==> src/hw/irh_cfg.svh <==
// constants of the inrush detector: register map, fields, resets, ranges
`ifndef IRH_CFG_SVH
`define IRH_CFG_SVH

`define IRH_MAG_W        16
`define IRH_PCT_W        7
`define IRH_ADDR_W       8

`define IRH_REG_CTRL     8'h00
`define IRH_REG_RATIO    8'h04
`define IRH_REG_SENS     8'h08
`define IRH_REG_CTNOM    8'h0c
`define IRH_REG_FLAGS    8'h10
`define IRH_REG_INT_STAT 8'h14
`define IRH_REG_INT_MASK 8'h18

`define IRH_CTRL_EN_BIT  0

`define IRH_FLAG_A_BIT   0
`define IRH_FLAG_B_BIT   1
`define IRH_FLAG_C_BIT   2
`define IRH_FLAG_ANY_BIT 3
`define IRH_FLAG_BLK_BIT 4

`define IRH_INT_W        3
`define IRH_INT_RISE_BIT 0
`define IRH_INT_FALL_BIT 1
`define IRH_INT_SET_BIT  2

`define IRH_RATIO_MIN    7'd5
`define IRH_RATIO_MAX    7'd50
`define IRH_RATIO_RST    7'd15
`define IRH_SENS_MIN     7'd20
`define IRH_SENS_MAX     7'd100
`define IRH_SENS_RST     7'd30
`define IRH_CTNOM_RST    16'h1000
`define IRH_PCT_FULL     7'd100

`endif

==> src/hw/irh_pkg.sv <==
// types shared by the inrush detector modules
`include "irh_cfg.svh"
package irh_pkg;
  typedef logic [`IRH_MAG_W-1:0] irh_mag_t;
  typedef logic [`IRH_PCT_W-1:0] irh_pct_t;
  typedef logic [`IRH_MAG_W+`IRH_PCT_W-1:0] irh_prod_t;
  typedef enum logic {IRH_APB_IDLE, IRH_APB_RESP} irh_apb_e;
endpackage

==> src/hw/irh_top.sv <==
// three-phase inrush detector with apb settings and interrupt
`timescale 1ns/100ps
`default_nettype none
`include "irh_cfg.svh"

// Summary of operation
// Each phase supplies a fundamental and a second-harmonic magnitude as inputs.
// A phase flag rises when its second harmonic over fundamental exceeds the ratio setting.
// The ratio setting is a percent from 5 to 50 in steps of 1, resetting to 15.
// A phase flag may rise only while its fundamental is above the sensitivity level.
// The sensitivity setting is a percent from 20 to 100 in steps of 1, resetting to 30.
// The sensitivity percent is taken relative to the ct nominal current.
// Each phase is judged only from its own two magnitudes.
// The general flag is the OR of the three phase flags.
// While the block input is active all flags are held low.
// Every change of the general flag raises an on or off event.
// With operation off, the reset state, all flags stay low.
module irh_top (
  input  wire logic                   core_clk,         // 10 MHz clock
  input  wire logic                   srst,             // sync reset, high
  input  wire irh_pkg::irh_mag_t      fund_a,           // phase a fundamental
  input  wire irh_pkg::irh_mag_t      fund_b,           // phase b fundamental
  input  wire irh_pkg::irh_mag_t      fund_c,           // phase c fundamental
  input  wire irh_pkg::irh_mag_t      harm_a,           // phase a 2nd harmonic
  input  wire irh_pkg::irh_mag_t      harm_b,           // phase b 2nd harmonic
  input  wire irh_pkg::irh_mag_t      harm_c,           // phase c 2nd harmonic
  input  wire logic                   detect_block_in,  // user blocking input
  input  wire logic                   psel,             // apb select
  input  wire logic                   penable,          // apb enable
  input  wire logic                   pwrite,           // apb direction
  input  wire logic [`IRH_ADDR_W-1:0] paddr,            // apb byte address
  input  wire logic [31:0]            pwdata,           // apb write data
  output logic [31:0]                 prdata,           // apb read data
  output logic                        pready,           // apb ready
  output logic                        pslverr,          // apb error
  output logic                        inrush_phase_a_flag,   // phase a inrush
  output logic                        inrush_phase_b_flag,   // phase b inrush
  output logic                        inrush_phase_c_flag,   // phase c inrush
  output logic                        inrush_any_phase_flag, // general inrush
  output logic                        inrush_change_event,   // general flag toggled
  output logic                        irq                    // level interrupt
);
  // ---------------------------------------------------------------
  // settings and state
  // ---------------------------------------------------------------
  logic                  en_q;
  irh_pkg::irh_pct_t     ratio_q;
  irh_pkg::irh_pct_t     sens_q;
  irh_pkg::irh_mag_t     ctnom_q;
  logic [2:0]            ph_q;
  logic [2:0]            ph_d;
  logic                  any_q;
  logic                  any_d;
  logic                  event_q;
  logic [`IRH_INT_W-1:0] stat_q;
  logic [`IRH_INT_W-1:0] stat_d;
  logic [`IRH_INT_W-1:0] mask_q;
  logic [`IRH_INT_W-1:0] mask_d;
  logic                  irq_q;
  irh_pkg::irh_apb_e     apb_q;
  logic [31:0]           rdata_q;
  logic                  err_q;
  logic [2:0]            det;

  irh_pkg::irh_mag_t fund_v [3];
  irh_pkg::irh_mag_t harm_v [3];

  assign fund_v[0] = fund_a;
  assign fund_v[1] = fund_b;
  assign fund_v[2] = fund_c;
  assign harm_v[0] = harm_a;
  assign harm_v[1] = harm_b;
  assign harm_v[2] = harm_c;

  // ---------------------------------------------------------------
  // per-phase evaluation
  // ---------------------------------------------------------------
  for (genvar i = 0; i < 3; i++) begin : g_ph
    // each instance sees only its own phase
    irh_phase_cmp u_cmp (
      .core_clk (core_clk),
      .srst     (srst),
      .fund     (fund_v[i]),
      .harm     (harm_v[i]),
      .ratio    (ratio_q),
      .sens     (sens_q),
      .ct_nom   (ctnom_q),
      .detect   (det[i])
    );
  end

  // ---------------------------------------------------------------
  // apb decode
  // ---------------------------------------------------------------
  logic access;
  logic fire;
  logic wr_fire;
  logic bad_wr;
  logic rd_hit;

  function automatic logic in_range(input logic [31:0] v,
                                    input irh_pkg::irh_pct_t lo,
                                    input irh_pkg::irh_pct_t hi);
    in_range = (v >= {25'h0, lo}) && (v <= {25'h0, hi});
  endfunction

  function automatic logic hit(input logic [`IRH_ADDR_W-1:0] a,
                               input logic [`IRH_ADDR_W-1:0] r);
    hit = (a == r);
  endfunction

  assign access  = psel & penable;
  // write lands only on the edge where ready is seen high
  assign fire    = access & (apb_q == irh_pkg::IRH_APB_RESP);
  assign wr_fire = fire & pwrite & ~err_q;

  always_comb begin
    bad_wr = 1'b0;
    if (hit(paddr, `IRH_REG_RATIO)) begin
      bad_wr = ~in_range(pwdata, `IRH_RATIO_MIN, `IRH_RATIO_MAX);
    end else if (hit(paddr, `IRH_REG_SENS)) begin
      bad_wr = ~in_range(pwdata, `IRH_SENS_MIN, `IRH_SENS_MAX);
    end else if (hit(paddr, `IRH_REG_FLAGS)) begin
      bad_wr = 1'b1;
    end
  end

  always_comb begin
    rd_hit = 1'b1;
    unique case (paddr)
      `IRH_REG_CTRL, `IRH_REG_RATIO, `IRH_REG_SENS, `IRH_REG_CTNOM,
      `IRH_REG_FLAGS, `IRH_REG_INT_STAT, `IRH_REG_INT_MASK: rd_hit = 1'b1;
      default: rd_hit = 1'b0;
    endcase
  end

  // one wait state: data and error are staged on the same edge that raises ready
  always_ff @(posedge core_clk) begin
    if (srst) begin
      apb_q <= irh_pkg::IRH_APB_IDLE;
    end else begin
      unique case (apb_q)
        irh_pkg::IRH_APB_IDLE: if (access) apb_q <= irh_pkg::IRH_APB_RESP;
        irh_pkg::IRH_APB_RESP: apb_q <= irh_pkg::IRH_APB_IDLE;
      endcase
    end
  end

  always_ff @(posedge core_clk) begin
    if (srst) begin
      rdata_q <= 32'h0;
      err_q   <= 1'b0;
    end else if (access & (apb_q == irh_pkg::IRH_APB_IDLE)) begin
      err_q   <= ~rd_hit | (pwrite & bad_wr);
      rdata_q <= 32'h0;
      if (~pwrite) begin
        unique case (paddr)
          `IRH_REG_CTRL:     rdata_q <= {31'h0, en_q};
          `IRH_REG_RATIO:    rdata_q <= {25'h0, ratio_q};
          `IRH_REG_SENS:     rdata_q <= {25'h0, sens_q};
          `IRH_REG_CTNOM:    rdata_q <= {16'h0, ctnom_q};
          `IRH_REG_FLAGS:    rdata_q <= {27'h0, detect_block_in, any_q, ph_q};
          `IRH_REG_INT_STAT: rdata_q <= {29'h0, stat_q};
          `IRH_REG_INT_MASK: rdata_q <= {29'h0, mask_q};
          default:           rdata_q <= 32'h0;
        endcase
      end
    end else begin
      rdata_q <= 32'h0;
      err_q   <= 1'b0;
    end
  end

  // ---------------------------------------------------------------
  // settings registers
  // ---------------------------------------------------------------
  always_ff @(posedge core_clk) begin
    if (srst) begin
      en_q    <= 1'b0;
      ratio_q <= `IRH_RATIO_RST;
      sens_q  <= `IRH_SENS_RST;
      ctnom_q <= `IRH_CTNOM_RST;
    end else if (wr_fire) begin
      if (hit(paddr, `IRH_REG_CTRL)) en_q <= pwdata[`IRH_CTRL_EN_BIT];
      if (hit(paddr, `IRH_REG_RATIO)) ratio_q <= pwdata[`IRH_PCT_W-1:0];
      if (hit(paddr, `IRH_REG_SENS)) sens_q <= pwdata[`IRH_PCT_W-1:0];
      if (hit(paddr, `IRH_REG_CTNOM)) ctnom_q <= pwdata[`IRH_MAG_W-1:0];
    end
  end

  // ---------------------------------------------------------------
  // flags and change event
  // ---------------------------------------------------------------
  // block input comes from logic on this clock, so it is not synchronised
  assign ph_d  = (en_q & ~detect_block_in) ? det : 3'b000;
  assign any_d = |ph_d;

  always_ff @(posedge core_clk) begin
    if (srst) begin
      ph_q    <= 3'b000;
      any_q   <= 1'b0;
      event_q <= 1'b0;
    end else begin
      ph_q    <= ph_d;
      any_q   <= any_d;
      event_q <= any_d ^ any_q;
    end
  end

  // ---------------------------------------------------------------
  // interrupt status and mask
  // ---------------------------------------------------------------
  logic [`IRH_INT_W-1:0] ev_set;
  logic [`IRH_INT_W-1:0] ev_clr;

  assign ev_set[`IRH_INT_RISE_BIT] = any_d & ~any_q;
  assign ev_set[`IRH_INT_FALL_BIT] = ~any_d & any_q;
  assign ev_set[`IRH_INT_SET_BIT]  = fire & pwrite & err_q;

  assign ev_clr = (wr_fire && hit(paddr, `IRH_REG_INT_STAT)) ?
                  pwdata[`IRH_INT_W-1:0] : '0;

  // a new event wins over a clear in the same cycle
  assign stat_d = (stat_q & ~ev_clr) | ev_set;
  assign mask_d = (wr_fire && hit(paddr, `IRH_REG_INT_MASK)) ?
                  pwdata[`IRH_INT_W-1:0] : mask_q;

  always_ff @(posedge core_clk) begin
    if (srst) begin
      stat_q <= '0;
      mask_q <= '0;
      irq_q  <= 1'b0;
    end else begin
      stat_q <= stat_d;
      mask_q <= mask_d;
      irq_q  <= |(stat_d & mask_d);
    end
  end

  // ---------------------------------------------------------------
  // outputs
  // ---------------------------------------------------------------
  assign inrush_phase_a_flag   = ph_q[0];
  assign inrush_phase_b_flag   = ph_q[1];
  assign inrush_phase_c_flag   = ph_q[2];
  assign inrush_any_phase_flag = any_q;
  assign inrush_change_event   = event_q;
  assign irq                   = irq_q;
  assign prdata                = rdata_q;
  assign pready                = (apb_q == irh_pkg::IRH_APB_RESP);
  assign pslverr               = err_q;
endmodule
`default_nettype wire

==> src/hw/irh_phase_cmp.sv <==
// one phase of the second-harmonic ratio test and fundamental gate
`timescale 1ns/100ps
`default_nettype none
`include "irh_cfg.svh"
module irh_phase_cmp (
  input  wire logic             core_clk,  // evaluation clock
  input  wire logic             srst,      // sync reset
  input  wire irh_pkg::irh_mag_t fund,     // fundamental magnitude
  input  wire irh_pkg::irh_mag_t harm,     // second harmonic magnitude
  input  wire irh_pkg::irh_pct_t ratio,    // ratio setting, percent
  input  wire irh_pkg::irh_pct_t sens,     // sensitivity, percent of ct nominal
  input  wire irh_pkg::irh_mag_t ct_nom,   // ct nominal in magnitude units
  output logic                  detect     // raw inrush decision
);
  function automatic irh_pkg::irh_prod_t pct_of(input irh_pkg::irh_mag_t m,
                                                input irh_pkg::irh_pct_t p);
    pct_of = irh_pkg::irh_prod_t'(m) * irh_pkg::irh_prod_t'(p);
  endfunction

  logic ratio_hit;
  logic fund_ok;

  // cross-multiplied, so no divider and no rounding of the ratio
  assign ratio_hit = pct_of(harm, `IRH_PCT_FULL) > pct_of(fund, ratio);
  assign fund_ok   = pct_of(fund, `IRH_PCT_FULL) > pct_of(ct_nom, sens);
  assign detect    = ratio_hit & fund_ok;
endmodule
`default_nettype wire

==> config.mk <==
export PLATFORM = sky130hd
export DESIGN_NAME = irh_top
export DESIGN_NICKNAME = d
export VERILOG_FILES = /design/src/hw/irh_pkg.sv /design/src/hw/irh_top.sv /design/src/hw/irh_phase_cmp.sv
export VERILOG_INCLUDE_DIRS = /design/src /design/src/hw
export SDC_FILE = /design/constraint.sdc
export NUM_CORES = 2
export LEC_CHECK = 0
export BUFFER_PORTS_ARGS = -buffer_cell sky130_fd_sc_hd__buf_2
export CORE_ASPECT_RATIO = 0.8
export CORE_MARGIN = 2
export CORE_UTILIZATION = 55
export DETAILED_ROUTE_END_ITERATION = 8
export PLACE_DENSITY = 0.87
export SKIP_CTS_REPAIR_TIMING = 1
export SLEW_MARGIN = 20
export SYNTH_ARGS = -nofsm -noshare
export SYNTH_HDL_FRONTEND = slang
export SYNTH_SLANG_ARGS = --single-unit
export TNS_END_PERCENT = 100
==> constraint.sdc <==
create_clock -name core_clk -period 6.5 [get_ports core_clk]
set_input_delay 0.325 -clock core_clk [delete_from_list [all_inputs] [get_ports core_clk]]
set_output_delay 0.325 -clock core_clk [all_outputs]
set_load 0.005 [all_outputs]
# Yosys cells after proc, flatten, opt, wreduce, memory -nomap -nowiden
# Index checks and enable logic that the tools add are counted.
dict set report word_totals {
  reg_bits 77
  input_bits 142
  output_inout_bits 40
  elab_cells 91
}
dict set report classes {
  n_mul 10
  magnitude_cmp 10
  n_eq_ne 6
  n_mux 10
  bitwise_logic 28
  reduce_logical 14
}
# op count
set op_table {}
lappend op_table {{greater-than comparator 23 bit} 6}
lappend op_table {{multiplier 16 x 5 -> 21 bit (second input constant)} 6}
lappend op_table {{one-hot mux 16 bit (7 select lines)} 1}
lappend op_table {{multiplier 16 x 7 -> 23 bit} 4}
lappend op_table {{greater-or-equal comparator 32 x 3 -> 1 bit (second input constant)} 1}
lappend op_table {{greater-or-equal comparator 32 x 5 -> 1 bit (second input constant)} 1}
lappend op_table {{less-or-equal comparator 32 x 6 -> 1 bit (second input constant)} 1}
lappend op_table {{less-or-equal comparator 32 x 7 -> 1 bit (second input constant)} 1}
lappend op_table {{== test 8 x 5 -> 1 bit (second input constant)} 3}
lappend op_table {{== test 8 x 4 -> 1 bit (second input constant)} 2}
lappend op_table {{AND 1 bit} 13}
lappend op_table {{2-to-1 mux 3 bit} 3}
lappend op_table {{NOT 1 bit} 9}
lappend op_table {{OR reduction 3 bit} 3}
lappend op_table {{== test 8 x 3 -> 1 bit (second input constant)} 1}
lappend op_table {{logical NOT 8 bit} 1}
lappend op_table {{AND reduction 2 bit} 4}
lappend op_table {{OR reduction 7 bit} 1}
lappend op_table {{AND 3 bit} 2}
lappend op_table {{2-to-1 mux 1 bit} 5}
lappend op_table {{logical AND 1 bit} 4}
lappend op_table {{NOT 3 bit} 1}
lappend op_table {{OR 3 bit} 1}
lappend op_table {{one-hot mux 1 bit (2 select lines)} 1}
lappend op_table {{other kinds (3)} 3}

# Depth between registers and ports, before layout
dict set report depth {
  ltp_word 11
  ltp_mapped 37
  ltp_nobuf 36
}

# Modules after synthesis
# From an unflattened synthesis, not the netlist that was laid out.
dict set report unflattened {
  cells_unflattened 4326
  area_unflattened_um2 36211.0
}
# mod n_inst cells_per_inst area_per_inst_um2
set modules_own_cells {}
lappend modules_own_cells {{irh_phase_cmp at g_ph[0].u_cmp} 1 1356 11195.7}
lappend modules_own_cells {{irh_phase_cmp at g_ph[1].u_cmp} 1 1345 11192.0}
lappend modules_own_cells {{irh_phase_cmp at g_ph[2].u_cmp} 1 1321 11034.3}
lappend modules_own_cells {irh_top 1 304 2788.9}

# Least setup slack after synthesis
# Ideal clock, no wire load.
dict set report synth_timing {
  path_type {register -> register}
  startpoint {reg sens_q[6]}
  endpoint {reg irq_q, in the netlist irq}
  arrival_ns 7.078
  t_required_ns 6.384
  setup_slack_ns -0.694
  path_stages_with_launch 37
  n_path_buf 1
  path_cell_list {dfxtp_1 clkbuf_1 nand2_1 fa_1 fa_1 inv_1 fa_1 inv_1 fa_1 inv_1 ha_1 o211ai_1 a21oi_1 nor2_1 o21ai_0 a21oi_1 o21ai_0 a21o_1 a21oi_1 xor2_1 ha_1 and3_1 nand3_1 nor2_1 a21boi_0 o22ai_1 a311oi_1 nor3_1 maj3_1 a32oi_1 o221ai_1 and3_1 ha_1 a21oi_1 nor3_1 nor3_1 inv_1}
}
dict set report synth_via {
  elab_chain_len 10
}
# item line
set synth_lines {}
lappend synth_lines {{start: declaration} irh_top.sv:48} ;# irh_pkg::irh_pct_t sens_q;
lappend synth_lines {{start signal: assignment} irh_top.sv:181} ;# sens_q <= `IRH_SENS_RST;
lappend synth_lines {{start signal: assignment} irh_top.sv:186} ;# if (hit(paddr, `IRH_REG_SENS)) sens_q <= pwdata[`IRH_PCT_W-1:0];
lappend synth_lines {{multiplier 16 x 7 -> 23 bit (*)} irh_phase_cmp.sv:17} ;# pct_of = irh_pkg::irh_prod_t'(m) * irh_pkg::irh_prod_t'(p);
lappend synth_lines {{greater-than comparator 23 bit} irh_phase_cmp.sv:25} ;# assign fund_ok = pct_of(fund, `IRH_PCT_FULL) > pct_of(ct_nom, sens);
lappend synth_lines {{AND 1 bit} irh_phase_cmp.sv:26} ;# assign detect = ratio_hit & fund_ok;
lappend synth_lines {{2-to-1 mux 3 bit (*)} irh_top.sv:195} ;# assign ph_d = (en_q & ~detect_block_in) ? det : 3'b000;
lappend synth_lines {{OR reduction 3 bit (*)} irh_top.sv:196} ;# assign any_d = |ph_d;
lappend synth_lines {{NOT 1 bit} irh_top.sv:217} ;# assign ev_set[`IRH_INT_FALL_BIT] = ~any_d & any_q;
lappend synth_lines {{AND 1 bit} irh_top.sv:217}
lappend synth_lines {{OR 3 bit (*)} irh_top.sv:224} ;# assign stat_d = (stat_q & ~ev_clr) | ev_set;
lappend synth_lines {{AND 3 bit (*)} irh_top.sv:236} ;# irq_q <= |(stat_d & mask_d);
lappend synth_lines {{OR reduction 3 bit (*)} irh_top.sv:236}
lappend synth_lines {{end signal: assignment} irh_top.sv:236}
lappend synth_lines {{end: declaration} irh_top.sv:59} ;# logic irq_q;
# Mark *: on every way between the ends. The rest lies on a longest branch, timed or not.
# A chain may end at the register's enable or synchronous reset.

# Final worst setup path
# Same ends and word-level chain as after synthesis.

==> summary.txt <==
Outcome - complete, but fails checks
Failing checks - negative setup slack
R2R Path End - irq
CP Buf/Inv Count - 3
Worst Path Required - 6.73 ns
Share of cells above drive strength 1 - 17.9%
CP max stage cell - fa_1
CTS tree - built
Post-synthesis instance total - 3387
Die ar. - 53100 um^2
Pre-CTS setup slack - -0.725 ns
Arr. time, crit path - 7.50 ns
Max VDD drop - 0.000140 V
Worst-path fanout max - 10
Main synth FF type - dfxtp_1
Die Height - 207 um
Worst r2r path cells - 34
Worst hold path class - input port to register
PwrDens - 194 nW/um^2
Initial Util - 55.5%
Area post-placement - 32500 um^2
Sequential area share after synthesis - 4.33%
Clock skew - 0.00808 ns
Largest net degree at the start of global routing - 47
WS Path Type - register to register
Post-Synth Adder-Cell Area - 50.8%
WHS Path Cells - 3
Die W - 257 um
Final period utilization - 112%
Cell area after layout - 33500 um^2
Number of synthesized flops with an enable pin - 0
Worst reg2reg startpoint - sens_q[6]
Row count - 74
First-pass GRT wire length - 118000 um
Async S/R FF share, synth - 0%
Initial DRC count - 2018
Compound-gate portion of the synthesized area - 11.5%
Synth unique cells - 85
Wire per inst - 16.4 um
Max Root-Sink Buffers - 2
Critical path endpoint category - register
Vias per Instance - 5.57
Grt ovf - 0
CP max stage delay - 0.57 ns
R2R Setup Slk - -0.77 ns
Unrepaired setup endpoints after global routing - yes
Core area - 50800 um^2
DRC - 0
Drt first pass iters - 6
Port bufs - 165
Final worst path period need - 7.27 ns
Maxcap violations - 0
Xor and xnor area share after synthesis - 5.23%
Synthesized cell area - 28200 um^2
TritonCTS Buffers - 9
Crit path launch type - register
Final TNS setup - -2.55 ns
Worst setup path start - sens_q[6]
Hold path start - pwdata[12]
Gr usage total - 26.6%
Fillers - 3680
Lkg Pwr - 18.5 nW
Initial antenna violation count - 7
CTS H-tree lvls - 3
Maximum clock rate - 0.138 GHz
Clock tree sinks - 61
Post-synthesis mux area share - 0.643%
Top-level port count - 182
Synth warn - 0
Post-Syn Area per Cell - 8.33 um^2
Synth Area in Simple Gates - 17.0%
Routability Congestion - 0.918
Post-Route WL - 74500 um
CTS clock-pin slew for the worst setup and hold paths - 0.06 ns
Root Driver - clkbuf_16
Final Slew Violations - 0
Final setup violation count - 6
Vias in the first global route - 25.3k
Final setup margin - -0.766 ns
Hold Vio Cnt, Final - 0
Worst hold path endpoint - ctnom_q[12]
Skew-Pair Late Insertion Delay - 0.34 ns
Slew HR - 38.8%
Crit-path leading delay family - adder cells
Synthesis-to-finish area growth - 18.7%
Seq cells post-synth - 61
Main combinational cell family by area after synthesis - adder cells
Worst-Margin Slew - 0.918 ns
# nets final - 4934
HPWL Detailed - 60100 um
Vias - 25.3k
Final ANT Viol Nets - 0
layout make-up:
type	instances	area, um^2	area share [%]
multi-input combinational	2565	24700	73.9
timing repair buffer	531	3730	11.1
inverter	685	2570	7.68
sequential	61	1260	3.75
tap	684	856	2.56
clock buffer	10	229	0.684
clock inverter	6	86.3	0.258
antenna	7	17.5	0.0523
through the flow:
step                      util (%)  hold WS, ns  total power [mW]  std cells
after floorplan                  -        0.442              4.10       3402
after global placement        63.9        0.499              5.38       4509
after detailed placement      63.9        0.516              5.63       4509
after CTS                     64.5        0.223              6.18       4525
after global routing          65.9        0.239              7.22       4547
final                         65.9        0.223              6.51       4549
cell usage in the layout (no fill, tap or decap), types with 10 or more instances in the layout:
master,instances
o21bai_1,12
a211o_1,16
ha_1,581
nand2b_1,17
o21a_1,21
inv_1,680
xor2_1,51
o21ai_1,26
dfxtp_1,45
ha_4,15
buf_4,350
o21ai_0,52
nor2b_1,27
a21oi_1,141
xnor2_1,107
nand2_1,260
or3_1,12
buf_2,165
nor2_1,127
conb_1,16
dfxtp_2,10
fa_1,342
and3_1,21
and2_1,303
nand3_1,48
mux2i_1,17
nand4_1,23
a21o_1,76
nor4_1,11
clkbuf_16,11
nor3_1,32
a21oi_2,18
a21boi_0,10
registers in the layout, indices dropped and copies added (netlist names):
register	count
ctnom_q	16
en_q	1
inrush_any_phase_flag	1
inrush_change_event	1
irq	1
mask_q	3
ph_q	3
prdata	16
pready	1
pslverr	1
ratio_q	7
sens_q	7
stat_q	3
worst register-to-register path: cells and delay by family (launching register included):
kind,cells,cell delay [ns]
adder cells (fa/ha/maj),8,3.21
AO/OA/AOI/OAI,13,1.98
AND/OR/NAND/NOR,9,1.25
flip-flops,1,0.37
buffers and inverters,3,0.18
XOR/XNOR,1,0.18
layer usage:
layer,track usage [%],part of all wire [%],up-vias
met5,0.717,0.093,-
met4,7.52,3.3,4
met3,3.14,6.5,232
met2,47.0,49,961
met1,34.5,41,12200
li1,-,-,11900
cell families (layout without fill, tap and decap cells):
logic type,after synthesis,in the layout
AOI/OAI and AO/OA,493,493
xor gates and xnor gates,164,164
adders and majority gates,940,940
buffers and inverters,776,1232
DFF,61,61
muxes,18,18
other,1,23
and+or+nand+nor,934,934
Yosys cell counts (61+ instances only):
cell	count	area (um^2)
and2_1	309	1930
fa_1	342	6850
ha_1	597	7470
a21o_1	76	571
nor2_1	135	507
inv_1	685	2570
nand2_1	261	980
a21oi_1	159	796
xnor2_1	109	955
clkbuf_1	67	251
dfxtp_1	61	1220
o21ai_0	65	325
worst max path at each step:
stage	to	depth (start not counted)
global placement	irq	36
detailed placement	irq	36
finish	irq	34
floorplan	irq	36
global route	irq	32
CTS	irq	36
where the power goes:
group / internal (mW) / switching [mW]
registers: 0.372 / 0.000772
clock network: 0.335 / 0.190
logic: 2.72 / 2.89
(Power assumes the default switching activity.)
